**src/verilog/pbsd_pkg.sv**
```systemverilog
// Package: command codes, field layouts, reset values and delay tables for the status and delay block
// Notes on behaviour
// - Restore command copies every stored non-volatile setting into the working registers.
// - Restore is accepted while running; the bus is ignored during the copy.
// - Status word reads as 16 bits; status byte read returns its low byte.
// - Raw status bits follow their live condition, high only while it is present.
// - Latched flags set on their condition and hold until a clearing event.
// - Low bits 7,0 and high bits 4,2,1,0 of the status word read zero.
// - Low bit 6 is high while the converter is not delivering output power.
// - Low bit 5 latches on an output overvoltage fault.
// - Low bit 4 latches on an output overcurrent fault.
// - Low bit 3 latches when the input supply is below the turn-on threshold.
// - Low bit 2 latches on an over-temperature fault.
// - Low bit 1 latches on a communication fault: an unknown command code, or a known code with the wrong transaction kind.
// - High bits 7,6,5 latch summaries for output voltage, output current, input voltage.
// - High bit 3 reads one while the power-good pin is low.
// - Flags clear only by clear command, enable off-then-on, or supply power cycle.
// - A condition still present when cleared sets its flag and alert again at once.
// - The open-drain alert pin is driven active while any fault is flagged.
// - User storage keeps six bits, default zero; upper two bits ignored.
// - Delay bits 5:3 select the power-good delay from eight table values.
// - Delay bits 2:0 select the power-on delay from eight table values.
// - Clear command clears all flags and releases alert; it never restarts a latched-off converter.
package pbsd_pkg;
	// Command codes
	localparam logic [7:0] CMD_CLEAR_FAULTS = 8'h03;
	localparam logic [7:0] CMD_RESTORE_ALL = 8'h12;
	localparam logic [7:0] CMD_STATUS_BYTE = 8'h78;
	localparam logic [7:0] CMD_STATUS_WORD = 8'h79;
	localparam logic [7:0] CMD_USER_STORAGE = 8'hD0;
	localparam logic [7:0] CMD_DELAY_SETTINGS = 8'hD1;
	// Transaction kinds seen on the command port
	typedef enum logic [1:0] {KIND_SEND, KIND_WRITE_BYTE, KIND_READ_BYTE, KIND_READ_WORD} pbsd_kind_t;
	// Non-volatile word indices
	localparam int NVM_WORDS = 2;
	localparam logic [0:0] NVM_IDX_USER = 1'h0;
	localparam logic [0:0] NVM_IDX_DELAY = 1'h1;
	// Field layout and reset values
	localparam logic [7:0] USER_MASK = 8'h3F;
	localparam logic [7:0] DELAY_MASK = 8'h3F;
	localparam int PGD_LSB = 3;
	localparam int POD_LSB = 0;
	localparam logic [7:0] USER_RESET = 8'h00;
	localparam logic [7:0] DELAY_RESET = 8'h12;
	// Status word bit positions
	localparam int ST_OFF = 6;
	localparam int ST_OV = 5;
	localparam int ST_OC = 4;
	localparam int ST_UV = 3;
	localparam int ST_OT = 2;
	localparam int ST_CML = 1;
	localparam int ST_VSUM = 15;
	localparam int ST_ISUM = 14;
	localparam int ST_INSUM = 13;
	localparam int ST_PG_LOW = 11;
	// Timing: clock period and the microsecond tick
	localparam int CLK_PERIOD_NS = 5;
	localparam int TICK_NS = 1000;
	localparam int TICK_CYCLES = TICK_NS / CLK_PERIOD_NS;
	localparam int DLY_W = 18;
	// Delay tables in microseconds, indexed by the 3-bit selects
	localparam logic [DLY_W-1:0] PGD_US [8] = '{18'h00100, 18'h00200, 18'h00400, 18'h00800,
		18'h01000, 18'h02000, 18'h04000, 18'h20000};
	localparam logic [DLY_W-1:0] POD_US [8] = '{18'h00164, 18'h00264, 18'h00464, 18'h00864,
		18'h01064, 18'h02064, 18'h04064, 18'h08064};
endpackage

```
**src/verilog/pbsd_nvm_restore.sv**
```systemverilog
// Non-volatile setting store with a word-by-word restore sequencer
`timescale 1ns/10ps
`default_nettype none
module pbsd_nvm_restore #(
	parameter int WORDS = 2,
	parameter int W = 8,
	parameter logic [WORDS*W-1:0] DEFAULTS = '0
) (
	// Clock and reset
	input wire logic clk,
	input wire logic nrst,
	// Programming port standing in for the store path
	input wire logic prog_valid,
	input wire logic [$clog2(WORDS)-1:0] prog_addr,
	input wire logic [W-1:0] prog_data,
	// Restore control
	input wire logic start,
	output logic busy,
	// Words handed to the working registers
	output logic ld_valid,
	output logic [$clog2(WORDS)-1:0] ld_addr,
	output logic [W-1:0] ld_data
);
	localparam int AW = $clog2(WORDS);
	localparam logic [AW-1:0] LAST = AW'(WORDS - 1);

	// Array content survives reset, as a real non-volatile cell would
	logic [W-1:0] mem [WORDS];
	logic [WORDS-1:0] written_ff;
	logic [AW-1:0] idx_ff;
	logic busy_ff;
	logic ld_valid_ff;
	logic [AW-1:0] ld_addr_ff;
	logic [W-1:0] ld_data_ff;

	// Programming write
	always_ff @(posedge clk) begin
		if (prog_valid) begin
			mem[prog_addr] <= prog_data;
		end
	end

	// Unwritten words fall back to their defaults
	always_ff @(posedge clk or negedge nrst) begin
		if (!nrst) begin
			written_ff <= '0;
		end else if (prog_valid) begin
			written_ff[prog_addr] <= 1'b1;
		end
	end

	// Copy sequencer: one word per cycle
	always_ff @(posedge clk or negedge nrst) begin
		if (!nrst) begin
			busy_ff <= 1'b0;
			idx_ff <= '0;
		end else if (!busy_ff && start) begin
			busy_ff <= 1'b1;
			idx_ff <= '0;
		end else if (busy_ff) begin
			idx_ff <= idx_ff + 1'b1;
			if (idx_ff == LAST) begin
				busy_ff <= 1'b0;
			end
		end
	end

	// Registered load word
	always_ff @(posedge clk or negedge nrst) begin
		if (!nrst) begin
			ld_valid_ff <= 1'b0;
			ld_addr_ff <= '0;
			ld_data_ff <= '0;
		end else begin
			ld_valid_ff <= busy_ff;
			ld_addr_ff <= idx_ff;
			ld_data_ff <= written_ff[idx_ff] ? mem[idx_ff] : DEFAULTS[idx_ff*W +: W];
		end
	end

	// Busy covers the last load word so nothing slips in before it lands
	assign busy = busy_ff | ld_valid_ff;
	assign ld_valid = ld_valid_ff;
	assign ld_addr = ld_addr_ff;
	assign ld_data = ld_data_ff;
endmodule
`default_nettype wire

```
**src/verilog/pbsd_status_delay.sv**
```systemverilog
// Status, fault flags, alert, user storage and delay control of the converter controller
`timescale 1ns/10ps
`default_nettype none
module pbsd_status_delay #(
	parameter int TICK_CYCLES = pbsd_pkg::TICK_CYCLES
) (
	// Clock and reset
	input wire logic ref_clk,
	input wire logic nrst,
	// Decoded bus transactions
	input wire logic cmd_valid,
	input wire pbsd_pkg::pbsd_kind_t cmd_kind,
	input wire logic [7:0] cmd_code,
	input wire logic [7:0] cmd_wdata,
	output logic cmd_ready,
	// Read answer
	output logic rsp_valid,
	output logic [15:0] rsp_data,
	// Converter conditions
	input wire logic output_enable_req,
	input wire logic output_overvoltage_flag_cond,
	input wire logic output_overcurrent_flag_cond,
	input wire logic input_undervoltage_flag_cond,
	input wire logic over_temp_cond,
	input wire logic soft_start_done,
	// Converter control outputs
	output logic switching_on,
	output logic power_good_output,
	// Open-drain alert pin
	output logic alert_o,
	output logic alert_oe,
	// Non-volatile programming port
	input wire logic nvm_prog_valid,
	input wire logic [0:0] nvm_prog_addr,
	input wire logic [7:0] nvm_prog_data
);
	import pbsd_pkg::*;

	typedef enum logic [2:0] {PS_OFF, PS_POD, PS_RAMP, PS_PGD, PS_GOOD, PS_LATCHED} pbsd_pstate_t;

	localparam logic [$clog2(TICK_CYCLES)-1:0] TICK_LAST = ($clog2(TICK_CYCLES))'(TICK_CYCLES - 1);

	pbsd_pstate_t state_ff;
	pbsd_pstate_t nxt_state;
	logic [7:0] user_ff;
	logic [7:0] delay_ff;
	logic ov_ff, oc_ff, uv_ff, ot_ff, cml_ff;
	logic vsum_ff, isum_ff, insum_ff;
	logic en_prev_ff;
	logic [$clog2(TICK_CYCLES)-1:0] tick_cnt_ff;
	logic [DLY_W-1:0] dly_cnt_ff;
	logic rsp_valid_ff;
	logic [15:0] rsp_data_ff;
	logic tick;
	logic restore_busy;
	logic ld_valid;
	logic [0:0] ld_addr;
	logic [7:0] ld_data;
	logic take;
	logic is_send, is_wr, is_rd_b, is_rd_w;
	logic cmd_bad;
	logic clear_cmd;
	logic restart_clear;
	logic flag_clr;
	logic fault_trip;
	logic delivering;
	logic dly_done;
	logic [15:0] status_word;

	// Pick a delay in ticks from a table entry
	function automatic logic [DLY_W-1:0] pick_delay(input logic [DLY_W-1:0] tbl [8], input logic [2:0] sel);
		pick_delay = tbl[sel];
	endfunction

	// Non-volatile store and restore sequencer
	pbsd_nvm_restore #(
		.WORDS(NVM_WORDS),
		.W(8),
		.DEFAULTS({DELAY_RESET, USER_RESET})
	) u_nvm (
		.clk(ref_clk),
		.nrst(nrst),
		.prog_valid(nvm_prog_valid),
		.prog_addr(nvm_prog_addr),
		.prog_data(nvm_prog_data),
		.start(take && is_send && cmd_code == CMD_RESTORE_ALL),
		.busy(restore_busy),
		.ld_valid(ld_valid),
		.ld_addr(ld_addr),
		.ld_data(ld_data)
	);

	// Commands are dropped during the copy, mimicking an unresponsive device
	assign cmd_ready = !restore_busy;
	assign take = cmd_valid && cmd_ready;
	assign is_send = cmd_kind == KIND_SEND;
	assign is_wr = cmd_kind == KIND_WRITE_BYTE;
	assign is_rd_b = cmd_kind == KIND_READ_BYTE;
	assign is_rd_w = cmd_kind == KIND_READ_WORD;

	// Any code or kind the block does not know counts as a communication fault
	always_comb begin
		if (cmd_code == CMD_CLEAR_FAULTS || cmd_code == CMD_RESTORE_ALL) begin
			cmd_bad = !is_send;
		end else if (cmd_code == CMD_STATUS_BYTE) begin
			cmd_bad = !is_rd_b;
		end else if (cmd_code == CMD_STATUS_WORD) begin
			cmd_bad = !is_rd_w;
		end else if (cmd_code == CMD_USER_STORAGE || cmd_code == CMD_DELAY_SETTINGS) begin
			cmd_bad = !(is_wr || is_rd_b);
		end else begin
			cmd_bad = 1'b1;
		end
	end

	// Clearing events; power cycling is the asynchronous reset itself
	assign clear_cmd = take && is_send && cmd_code == CMD_CLEAR_FAULTS;
	assign restart_clear = output_enable_req && !en_prev_ff;
	assign flag_clr = clear_cmd || restart_clear;

	// Enable history for the off-then-on restart
	always_ff @(posedge ref_clk or negedge nrst) begin
		if (!nrst) begin
			en_prev_ff <= 1'b0;
		end else begin
			en_prev_ff <= output_enable_req;
		end
	end

	// User storage: writes keep only the low six bits, restore overwrites
	always_ff @(posedge ref_clk or negedge nrst) begin
		if (!nrst) begin
			user_ff <= USER_RESET;
		end else if (ld_valid && ld_addr == NVM_IDX_USER) begin
			user_ff <= ld_data & USER_MASK;
		end else if (take && is_wr && cmd_code == CMD_USER_STORAGE) begin
			user_ff <= cmd_wdata & USER_MASK;
		end
	end

	// Delay settings: reset to the 010 codes, restore overwrites
	always_ff @(posedge ref_clk or negedge nrst) begin
		if (!nrst) begin
			delay_ff <= DELAY_RESET;
		end else if (ld_valid && ld_addr == NVM_IDX_DELAY) begin
			delay_ff <= ld_data & DELAY_MASK;
		end else if (take && is_wr && cmd_code == CMD_DELAY_SETTINGS) begin
			delay_ff <= cmd_wdata & DELAY_MASK;
		end
	end

	// Latched fault flags: the live condition wins over a clear in the same cycle
	always_ff @(posedge ref_clk or negedge nrst) begin
		if (!nrst) begin
			ov_ff <= 1'b0;
			oc_ff <= 1'b0;
			uv_ff <= 1'b0;
			ot_ff <= 1'b0;
			cml_ff <= 1'b0;
		end else begin
			ov_ff <= output_overvoltage_flag_cond | (ov_ff & !flag_clr);
			oc_ff <= output_overcurrent_flag_cond | (oc_ff & !flag_clr);
			uv_ff <= input_undervoltage_flag_cond | (uv_ff & !flag_clr);
			ot_ff <= over_temp_cond | (ot_ff & !flag_clr);
			cml_ff <= (take & cmd_bad) | (cml_ff & !flag_clr);
		end
	end

	// Group summaries latch with any member event of their group
	always_ff @(posedge ref_clk or negedge nrst) begin
		if (!nrst) begin
			vsum_ff <= 1'b0;
			isum_ff <= 1'b0;
			insum_ff <= 1'b0;
		end else begin
			vsum_ff <= output_overvoltage_flag_cond | (vsum_ff & !flag_clr);
			isum_ff <= output_overcurrent_flag_cond | (isum_ff & !flag_clr);
			insum_ff <= input_undervoltage_flag_cond | (insum_ff & !flag_clr);
		end
	end

	// Microsecond tick from the reference clock
	always_ff @(posedge ref_clk or negedge nrst) begin
		if (!nrst) begin
			tick_cnt_ff <= '0;
		end else if (tick) begin
			tick_cnt_ff <= '0;
		end else begin
			tick_cnt_ff <= tick_cnt_ff + 1'b1;
		end
	end
	assign tick = tick_cnt_ff == TICK_LAST;

	// Faults that shut the converter down until an off-then-on restart
	assign fault_trip = output_overvoltage_flag_cond || output_overcurrent_flag_cond || over_temp_cond;

	// Power sequencing state machine
	always_comb begin
		nxt_state = state_ff;
		case (state_ff)
			PS_OFF: begin
				if (output_enable_req && !input_undervoltage_flag_cond && !fault_trip) begin
					nxt_state = PS_POD;
				end
			end
			PS_LATCHED: begin
				// A clear command does not leave this state
				if (!output_enable_req) begin
					nxt_state = PS_OFF;
				end
			end
			default: begin
				if (!output_enable_req || input_undervoltage_flag_cond) begin
					nxt_state = PS_OFF;
				end else if (fault_trip) begin
					nxt_state = PS_LATCHED;
				end else if (state_ff == PS_POD && dly_done) begin
					nxt_state = PS_RAMP;
				end else if (state_ff == PS_RAMP && soft_start_done) begin
					nxt_state = PS_PGD;
				end else if (state_ff == PS_PGD && dly_done) begin
					nxt_state = PS_GOOD;
				end
			end
		endcase
	end

	always_ff @(posedge ref_clk or negedge nrst) begin
		if (!nrst) begin
			state_ff <= PS_OFF;
		end else begin
			state_ff <= nxt_state;
		end
	end

	// Delay counter, loaded from the live selects on entry to PS_POD and to PS_PGD
	always_ff @(posedge ref_clk or negedge nrst) begin
		if (!nrst) begin
			dly_cnt_ff <= '0;
		end else if (state_ff == PS_OFF && nxt_state == PS_POD) begin
			dly_cnt_ff <= pick_delay(POD_US, delay_ff[POD_LSB +: 3]);
		end else if (state_ff == PS_RAMP && nxt_state == PS_PGD) begin
			dly_cnt_ff <= pick_delay(PGD_US, delay_ff[PGD_LSB +: 3]);
		end else if (tick && dly_cnt_ff != '0) begin
			dly_cnt_ff <= dly_cnt_ff - 1'b1;
		end
	end
	assign dly_done = dly_cnt_ff == '0;

	// Converter outputs
	assign delivering = state_ff == PS_RAMP || state_ff == PS_PGD || state_ff == PS_GOOD;
	always_ff @(posedge ref_clk or negedge nrst) begin
		if (!nrst) begin
			switching_on <= 1'b0;
			power_good_output <= 1'b0;
		end else begin
			switching_on <= nxt_state == PS_RAMP || nxt_state == PS_PGD || nxt_state == PS_GOOD;
			power_good_output <= nxt_state == PS_GOOD;
		end
	end

	// Status word assembly; unsupported positions stay zero
	always_comb begin
		status_word = 16'h0000;
		status_word[ST_OFF] = !delivering;
		status_word[ST_OV] = ov_ff;
		status_word[ST_OC] = oc_ff;
		status_word[ST_UV] = uv_ff;
		status_word[ST_OT] = ot_ff;
		status_word[ST_CML] = cml_ff;
		status_word[ST_VSUM] = vsum_ff;
		status_word[ST_ISUM] = isum_ff;
		status_word[ST_INSUM] = insum_ff;
		status_word[ST_PG_LOW] = !power_good_output;
	end

	// Read answers, registered one cycle after the command is taken
	always_ff @(posedge ref_clk or negedge nrst) begin
		if (!nrst) begin
			rsp_valid_ff <= 1'b0;
			rsp_data_ff <= 16'h0000;
		end else begin
			rsp_valid_ff <= take && !cmd_bad && (is_rd_b || is_rd_w);
			if (take && is_rd_w) begin
				rsp_data_ff <= status_word;
			end else if (take && is_rd_b && cmd_code == CMD_STATUS_BYTE) begin
				rsp_data_ff <= {8'h00, status_word[7:0]};
			end else if (take && is_rd_b && cmd_code == CMD_USER_STORAGE) begin
				rsp_data_ff <= {8'h00, user_ff};
			end else if (take && is_rd_b && cmd_code == CMD_DELAY_SETTINGS) begin
				rsp_data_ff <= {8'h00, delay_ff};
			end
		end
	end
	assign rsp_valid = rsp_valid_ff;
	assign rsp_data = rsp_data_ff;

	// Alert pulls low while any latched fault flag is set
	assign alert_o = 1'b0;
	assign alert_oe = ov_ff | oc_ff | uv_ff | ot_ff | cml_ff;
endmodule
`default_nettype wire

```
**config.mk**
```make
export PLATFORM = sky130hd
export DESIGN_NAME = pbsd_status_delay
export DESIGN_NICKNAME = d
export VERILOG_FILES = /design/src/verilog/pbsd_pkg.sv /design/src/verilog/pbsd_nvm_restore.sv /design/src/verilog/pbsd_status_delay.sv
export SDC_FILE = /design/constraint.sdc
export NUM_CORES = 1
export LEC_CHECK = 0
export BUFFER_PORTS_ARGS = -buffer_cell sky130_fd_sc_hd__buf_2
export CAP_MARGIN = 20
export CORE_AREA = 5 5 94 96
export DETAILED_ROUTE_END_ITERATION = 10
export DIE_AREA = 0 0 99 101
export PLACE_DENSITY_LB_ADDON = 0.12
export SKIP_LAST_GASP = 1
export SLEW_MARGIN = 20
export SYNTH_ARGS = -nofsm -noshare
export SYNTH_HDL_FRONTEND = slang
export SYNTH_SLANG_ARGS = --single-unit
```
**constraint.sdc**
```tcl
create_clock -name ref_clk -period 3.4 [get_ports ref_clk]
set_clock_uncertainty 0.2 [all_clocks]
set_input_delay 0.51 -clock ref_clk [delete_from_list [all_inputs] [get_ports ref_clk]]
set_output_delay 0.51 -clock ref_clk [all_outputs]
set_load 0.02 [all_outputs]
```
======== Word level (Yosys, flattened, before mapping) ========
Memory sizes are Yosys's and may differ from the RTL's.
Cells that the tools add are included.
storage, ports and cells
  input port bits ......................... 37
  output and inout port bits .............. 22
  word-level logic and storage cells ...... 183
  flip-flop bits (word level) ............. 85
  memory bits (writable) .................. 16
  ROM bits ................................ 288
  memories kept ........................... 3
memory list
  name             depth  bits a word  rd ports  clocked after Yosys merged registers in  write ports  line                     text
  (no name shown)  8      18           1         0                                        0            pbsd_status_delay.sv:72  pick_delay = tbl[sel];
  (no name shown)  8      18           1         0                                        0            pbsd_status_delay.sv:72
  u_nvm.mem        2      8            1         0                                        1            pbsd_nvm_restore.sv:28   logic [W-1:0] mem [WORDS];
cells by class
  $lt $le $gt $ge ......................... 5
  mux-type cells .......................... 40
  reductions and logical operators ........ 62
  equality and inequality tests ........... 19
  $add $sub $neg .......................... 3
  shift-type cells ........................ 1
  bitwise logic cells ..................... 26
operators by type and width
  operator                 count
  $mux 18                  7
  $mux 16                  4
  $mux 8                   5
  $logic_and 1x1->1        27
  $eq 8x8->1 const B       3
  $mux 3                   7
  $logic_not 18->1         1
  $reduce_bool 18->1       1
  $sub 18x1->18 const B    1
  $eq 8x7->1 const B       2
  $shiftx 16x5->6 const A  1
  $logic_not 1->1          14
  $mux 1                   14
  $or 1x1->1               13
  $eq 3x2->1 const B       4
  $logic_or 1x1->1         12
  $and 1x1->1              9
  $eq 3x3->1 const B       3
  $add 8x1->8 const B      1
  $eq 8x2->1 const B       1
  $eq 8x5->1 const B       1
  $ge 4x4->1 const B       2
  $not 3->4                2
  $eq 3x1->1 const B       2
  other kinds (15)         19

======== Depth between registers and ports, before layout ========
  depth after elaboration ................. 12
  gate-level depth with buffers ........... 8
  depth with buffers taken out ............ 7

======== By module ========
A second synthesis with hierarchy kept.
second synthesis, totals
  cells, all modules ...................... 457
  area total of the unflattened synthesis .. 4695.8 µm²
modules (own cells, without submodules)
  module             times used  cells an instance  area each (µm²)
  pbsd_status_delay  1           393                3657.3
  pbsd_nvm_restore   1           64                 1038.5

======== Worst setup path before layout ========
No wires, ideal clock.
  path kind ............................... register to register
  start ................................... reg dly_cnt_ff[10]
  end ..................................... reg dly_cnt_ff[16]
  stages on the path, launching flop included .. 8
  path slack .............................. 929 ps
  setup time .............................. 132 ps
  arrival ................................. 2139 ps
  clock period less this slack ............ 2471 ps
  path through ............................ dfrtp_1 or4_4 or3_4 o31a_2 buf_6 and3_1 xnor2_1 nor2_1
between the ends
  longest elaborated chain between the ends .. 12
  elaborated cells on any way between the ends .. 20
  those cells by class .................... 1 x add/sub; 2 x eq/ne; 9 x mux; 8 x reduce/logical
ends and longest elaborated chain
  element                 line                      text
  start, declared         pbsd_status_delay.sv:51   logic [DLY_W-1:0] dly_cnt_ff;
  start signal, assigned  pbsd_status_delay.sv:241  dly_cnt_ff <= pick_delay(POD_US, delay_ff[POD_LSB +: 3]);
  start signal, assigned  pbsd_status_delay.sv:243  dly_cnt_ff <= pick_delay(PGD_US, delay_ff[PGD_LSB +: 3]);
  start signal, assigned  pbsd_status_delay.sv:245  dly_cnt_ff <= dly_cnt_ff - 1'b1;
  $logic_not 18->1        pbsd_status_delay.sv:248  assign dly_done = dly_cnt_ff == '0;
  $logic_and 1x1->1       pbsd_status_delay.sv:221  end else if (state_ff == PS_PGD && dly_done) begin
  $mux 3                  pbsd_status_delay.sv:221
  $mux 3                  pbsd_status_delay.sv:219  end else if (state_ff == PS_RAMP && soft_start_done) begin
  $mux 3                  pbsd_status_delay.sv:217  end else if (state_ff == PS_POD && dly_done) begin
  $mux 3                  pbsd_status_delay.sv:215  end else if (fault_trip) begin
  $mux 3                  pbsd_status_delay.sv:213  if (!output_enable_req || input_undervoltage_flag_cond) begin
  $pmux 3 s2              pbsd_status_delay.sv:200  case (state_ff)
  $eq 3x2->1              pbsd_status_delay.sv:242  end else if (state_ff == PS_RAMP && nxt_state == PS_PGD) begin
  $logic_and 1x1->1       pbsd_status_delay.sv:242
  $mux 18                 pbsd_status_delay.sv:242
  $mux 18                 pbsd_status_delay.sv:240  end else if (state_ff == PS_OFF && nxt_state == PS_POD) begin
Parallel ways exist; a longest one is shown, timed or not. The select of a mux whose other input is x is not followed.
A chain may end at the register's enable or synchronous reset.

======== Worst setup path after layout ========
  start ................................... reg dly_cnt_ff[10]
  end ..................................... reg switching_on
between the ends
  longest elaborated chain between the ends .. 11
  elaborated cells on any way between the ends .. 14
  those cells by class .................... 3 x eq/ne; 6 x mux; 5 x reduce/logical
ends and longest elaborated chain
  element               line                      text
  $logic_not 18->1 *    pbsd_status_delay.sv:248
  $logic_and 1x1->1     pbsd_status_delay.sv:221
  $mux 3                pbsd_status_delay.sv:221
  $mux 3                pbsd_status_delay.sv:219
  $mux 3 *              pbsd_status_delay.sv:217
  $mux 3 *              pbsd_status_delay.sv:215
  $mux 3 *              pbsd_status_delay.sv:213
  $pmux 3 s2 *          pbsd_status_delay.sv:200
  $eq 3x2->1            pbsd_status_delay.sv:257  switching_on <= nxt_state == PS_RAMP || nxt_state == PS_PGD || nxt_state == PS_GOOD;
  $logic_or 1x1->1      pbsd_status_delay.sv:257
  $logic_or 1x1->1 *    pbsd_status_delay.sv:257
  end signal, assigned  pbsd_status_delay.sv:254  switching_on <= 1'b0;
  end signal, assigned  pbsd_status_delay.sv:257
  end, declared         pbsd_status_delay.sv:27   output logic switching_on,
Mark *: on every way between the ends. The rest lies on a longest branch, timed or not.

==> summary.md <==
| Metric | Value |
|---|---|
| Hold_buf cts | `0` |
| Reg power frac | `54.6%` |
| Worst setup SP type | `flip-flop` |
| Ys Warns | `0` |
| Die Wd | `about 99 µm` |
| Worst endpoint data arrival time | `about 2.8 ns` |
| PwrDens | `between 500 and 600 nW/µm²` |
| Drt initial violations | `between 90 and 100` |
| WS Path Type | `flip-flop to flip-flop` |
| Delay of the slowest critical-path stage | `0.66 ns` |
| Via density | `5.51` |
| FMAX | `about 0.37 GHz` |
| I/O pin cnt | `59` |
| Clock tree from TritonCTS | `done` |
| Nets | `515` |
| Outcome | `completed` |
| Wire per inst | `14.7 µm` |
| FFs w/ async S/R, synth | `86.4%` |
| Num CTS Buffers | `9` |
| Post-synthesis cell count | `between 400 and 500` |
| Global-route wire length before repair | `around 15 mm` |
| Crit path time final | `about 2.7 ns` |
| Vias | `between 3000 and 4000` |
| Relative slew slack | `about 36%` |
| IO buf count | `48` |
| Tot GR Track Use | `between 10% and 20%` |
| Die height | `101 µm` |
| Final hold violations | `0` |
| Dpl hpwl | `about 6.3 mm` |
| Setup violations, final | `0` |
| Antenna violations before repair | `0` |
| Critical-path cell list | `or4_4 -> nor3_1 -> nand4_1 -> xnor2_1 -> or4b_2 -> o21ai_2` |
| Post-CTS Setup Bufs | `0` |
| Worst VDD drop | `0.334 mV` |
| RSZ-0062 raised after global routing | `false` |
| Critical-path top delay cell | `or4b_2` |
| Die footprint | `10000 µm²` |
| GR Overflow Total | `0` |
| Slew @ Worst Pin | `about 0.95 ns` |
| Root buffer cell | `clkbuf_8` |
| CORE AREA | `roughly 8000 µm²` |
| Vias in the first global route | `approximately 3100` |
| Mapped Area | `between 4000 and 5000 µm²` |
| Drt drc | `0` |
| Largest fanout on the critical path | `5` |
| Post-synthesis average cell area | `a little over 10 µm²` |
| Switching share of power | `between 30% and 40%` |
| Critical path endpoint category | `flip-flop` |
| Required @ worst endpoint | `~3.5 ns` |
| Final GP Congestion | `0.798` |
| Max Root-Sink Buffers | `2` |
| Largest net degree at the start of global routing | `77` |
| Number of synthesized flops with an enable pin | `12` |
| Net Sw Power | `0.000761 W` |
| H-tree Lvls | `3` |
| Clock-pin slew on the worst setup and hold paths | `0.09 ns` |
| Int Pwr | `0.00168 W` |
| Routed WL | `about 8.5 mm` |
| Slew Viols, Final | `0` |
| Clock power frac | `~28%` |
| Antenna-violating nets left | `0` |
| Cts repair resizes | `0` |
| Clock Latency Late Sink | `about 0.36 ns` |
| Setup_tns | `0 ns` |
| Initial core utilization | `54.6%` |
| Max-Cap Viols | `0` |
| Top_reg_cell synth | `dfrtp_1` |
| Seq/Total Area, Yosys | `a little over half` |
| P&R area growth vs syn | `12.0%` |
| Sink Count | `88` |
| Rows | `33` |
| Crit share post-route | `about four fifths` |
| Number of fill cells | `approximately 710` |
| Layout cells sized above 1 | `a little under a fifth` |
| Leakage power | `roughly 2.2 nW` |
| FF+latch count, synth | `approximately 90` |
| First drt pass iteration count | `4` |
| Hold WC Path Type | `input port to asynchronous set/reset pin` |
| Worst hold margin | `0.0812 ns` |
| Logic pwr share | `between 10% and 20%` |
| Distinct cells, synth | `60` |
| Antenna cell count | `0` |
## final timing paths
check | start | end | slack (ns) | cells after the start
max | dly_cnt_ff[10] | switching_on | 0.70 | 6
min | nrst | dly_cnt_ff[4] | 0.08 | 1
max reg2reg | dly_cnt_ff[10] | switching_on | 0.70 | 6
min reg2reg | u_nvm.busy_ff | u_nvm.ld_valid | 0.23 | 0
max in group asynchronous | nrst | tick_cnt_ff[1] | 2.30 | 1
min in group ref_clk | nvm_prog_data[2] | u_nvm.mem[1][2] | 0.13 | 1
## power groups by stage
| stage | combinational [W] | clock, W | sequential, W |
|---|---|---|---|
| 6_report | 0.000422 | 0.000689 | 0.00133 |
| 4_1_cts | 0.000427 | 0.000709 | 0.00133 |
| 2_1_floorplan | 0.000274 | 0 | 0.00136 |
| 3_5_place_dp | 0.000424 | 0 | 0.00135 |
| 5_1_grt | 0.000474 | 0.000760 | 0.00136 |
| 3_3_place_gp | 0.000416 | 0 | 0.00135 |
## cells by family after synthesis
logic type / share of synthesized area (%)
multiplexers: 5.44
AO/OA/AOI/OAI: 13.6
other: 0.0862
adder cells (fa/ha/maj): 2.01
buffers and inverters: 3.19
AND/OR/NAND/NOR: 19.1
XOR/XNOR: 4.43
flip-flops: 52.1
## stage by stage
stage | setup slack, ns | std cells | util [%] | area [µm²] | power [W]
after global routing | 0.601 | 581 | 61.1 | 4870 | 0.00259
after floorplan | 0.929 | 425 | - | 4370 | 0.00163
after CTS | 0.703 | 581 | 61.1 | 4870 | 0.00247
final | 0.701 | 581 | 61.1 | 4870 | 0.00244
after detailed placement | 0.656 | 565 | 58.8 | 4690 | 0.00178
after global placement | 0.680 | 565 | 58.8 | 4690 | 0.00176
## per-layer routing
metal	track usage, %	part of all wire, %	vias to the layer above	wire length, µm
met5	0	0	-	0
met4	6.09	1.6	0	133
met3	3.53	3.5	13	295
met2	31.7	50	49	4230
met1	23.2	45	1542	3880
li1	-	-	1597	-
## critical path, delay by kind of cell (launching register included)
family           cells  cell delay [ns]
AND/OR/NAND/NOR      4             1.75
flip-flops           1             0.42
AO/OA/AOI/OAI        1             0.08
XOR/XNOR             1             0.18
## cells in the final DEF, fill, tap and decap left out, types with 10 or more instances in the layout
cell type  netlist  final
a21oi_1         20     20
nand2b_1        12     12
nor2_1          47     47
inv_1           10     10
edfxtp_1        12     12
o21ai_0         23     23
xnor2_1         12     12
dfrtp_1         74     74
xor2_1          10     10
nand2_1         35     35
nor3_1          13     13
mux2i_1         18     18
nand3_1         11     11
buf_2            0     47
## synthesized netlist by cell type (5+ instances only)
master    count  share of area (%)
a22o_1        5                1.0
inv_1        10               0.86
nand2b_1     12                1.7
nand3_1      11                1.3
a21oi_1      20                2.3
edfxtp_1     12                8.3
nor3_1       13                1.5
mux2i_1      18                4.1
o21ai_0      23                2.6
o221ai_1      5                1.0
nand4_1       7                1.0
mux2_2        5                1.3
xor2_1       10                2.0
dfrtp_1      74                 43
ha_1          7                2.0
clkbuf_1     11               0.95
buf_4         6                1.0
xnor2_1      12                2.4
nor2b_1       6               0.86
and3_1        5               0.72
nand2_1      35                3.0
a21o_1        7                1.2
nor2_1       47                4.1
## final cells by class
type / count / area [µm²] / share of cell area (%)
Clock inverter: 7 / 62.6 / 1.28
Tap cell: 105 / 131 / 2.70
Timing Repair Buffer: 54 / 288 / 5.91
Clock buffer: 9 / 124 / 2.54
Inverter: 10 / 37.5 / 0.770
Sequential cell: 88 / 2260 / 46.5
Multi-Input combinational cell: 308 / 1960 / 40.3
## flip-flops by register name, summed over array words and instances, names as in the netlist, 2 cells and up
signal / flops
dly_cnt_ff: 18
u_nvm.mem: 12
rsp_data: 11
tick_cnt_ff: 8
delay_ff: 6
u_nvm.ld_data: 6
user_ff: 6
state_ff: 3
u_nvm.written_ff: 2
Power figures use the tool's default switching activity.
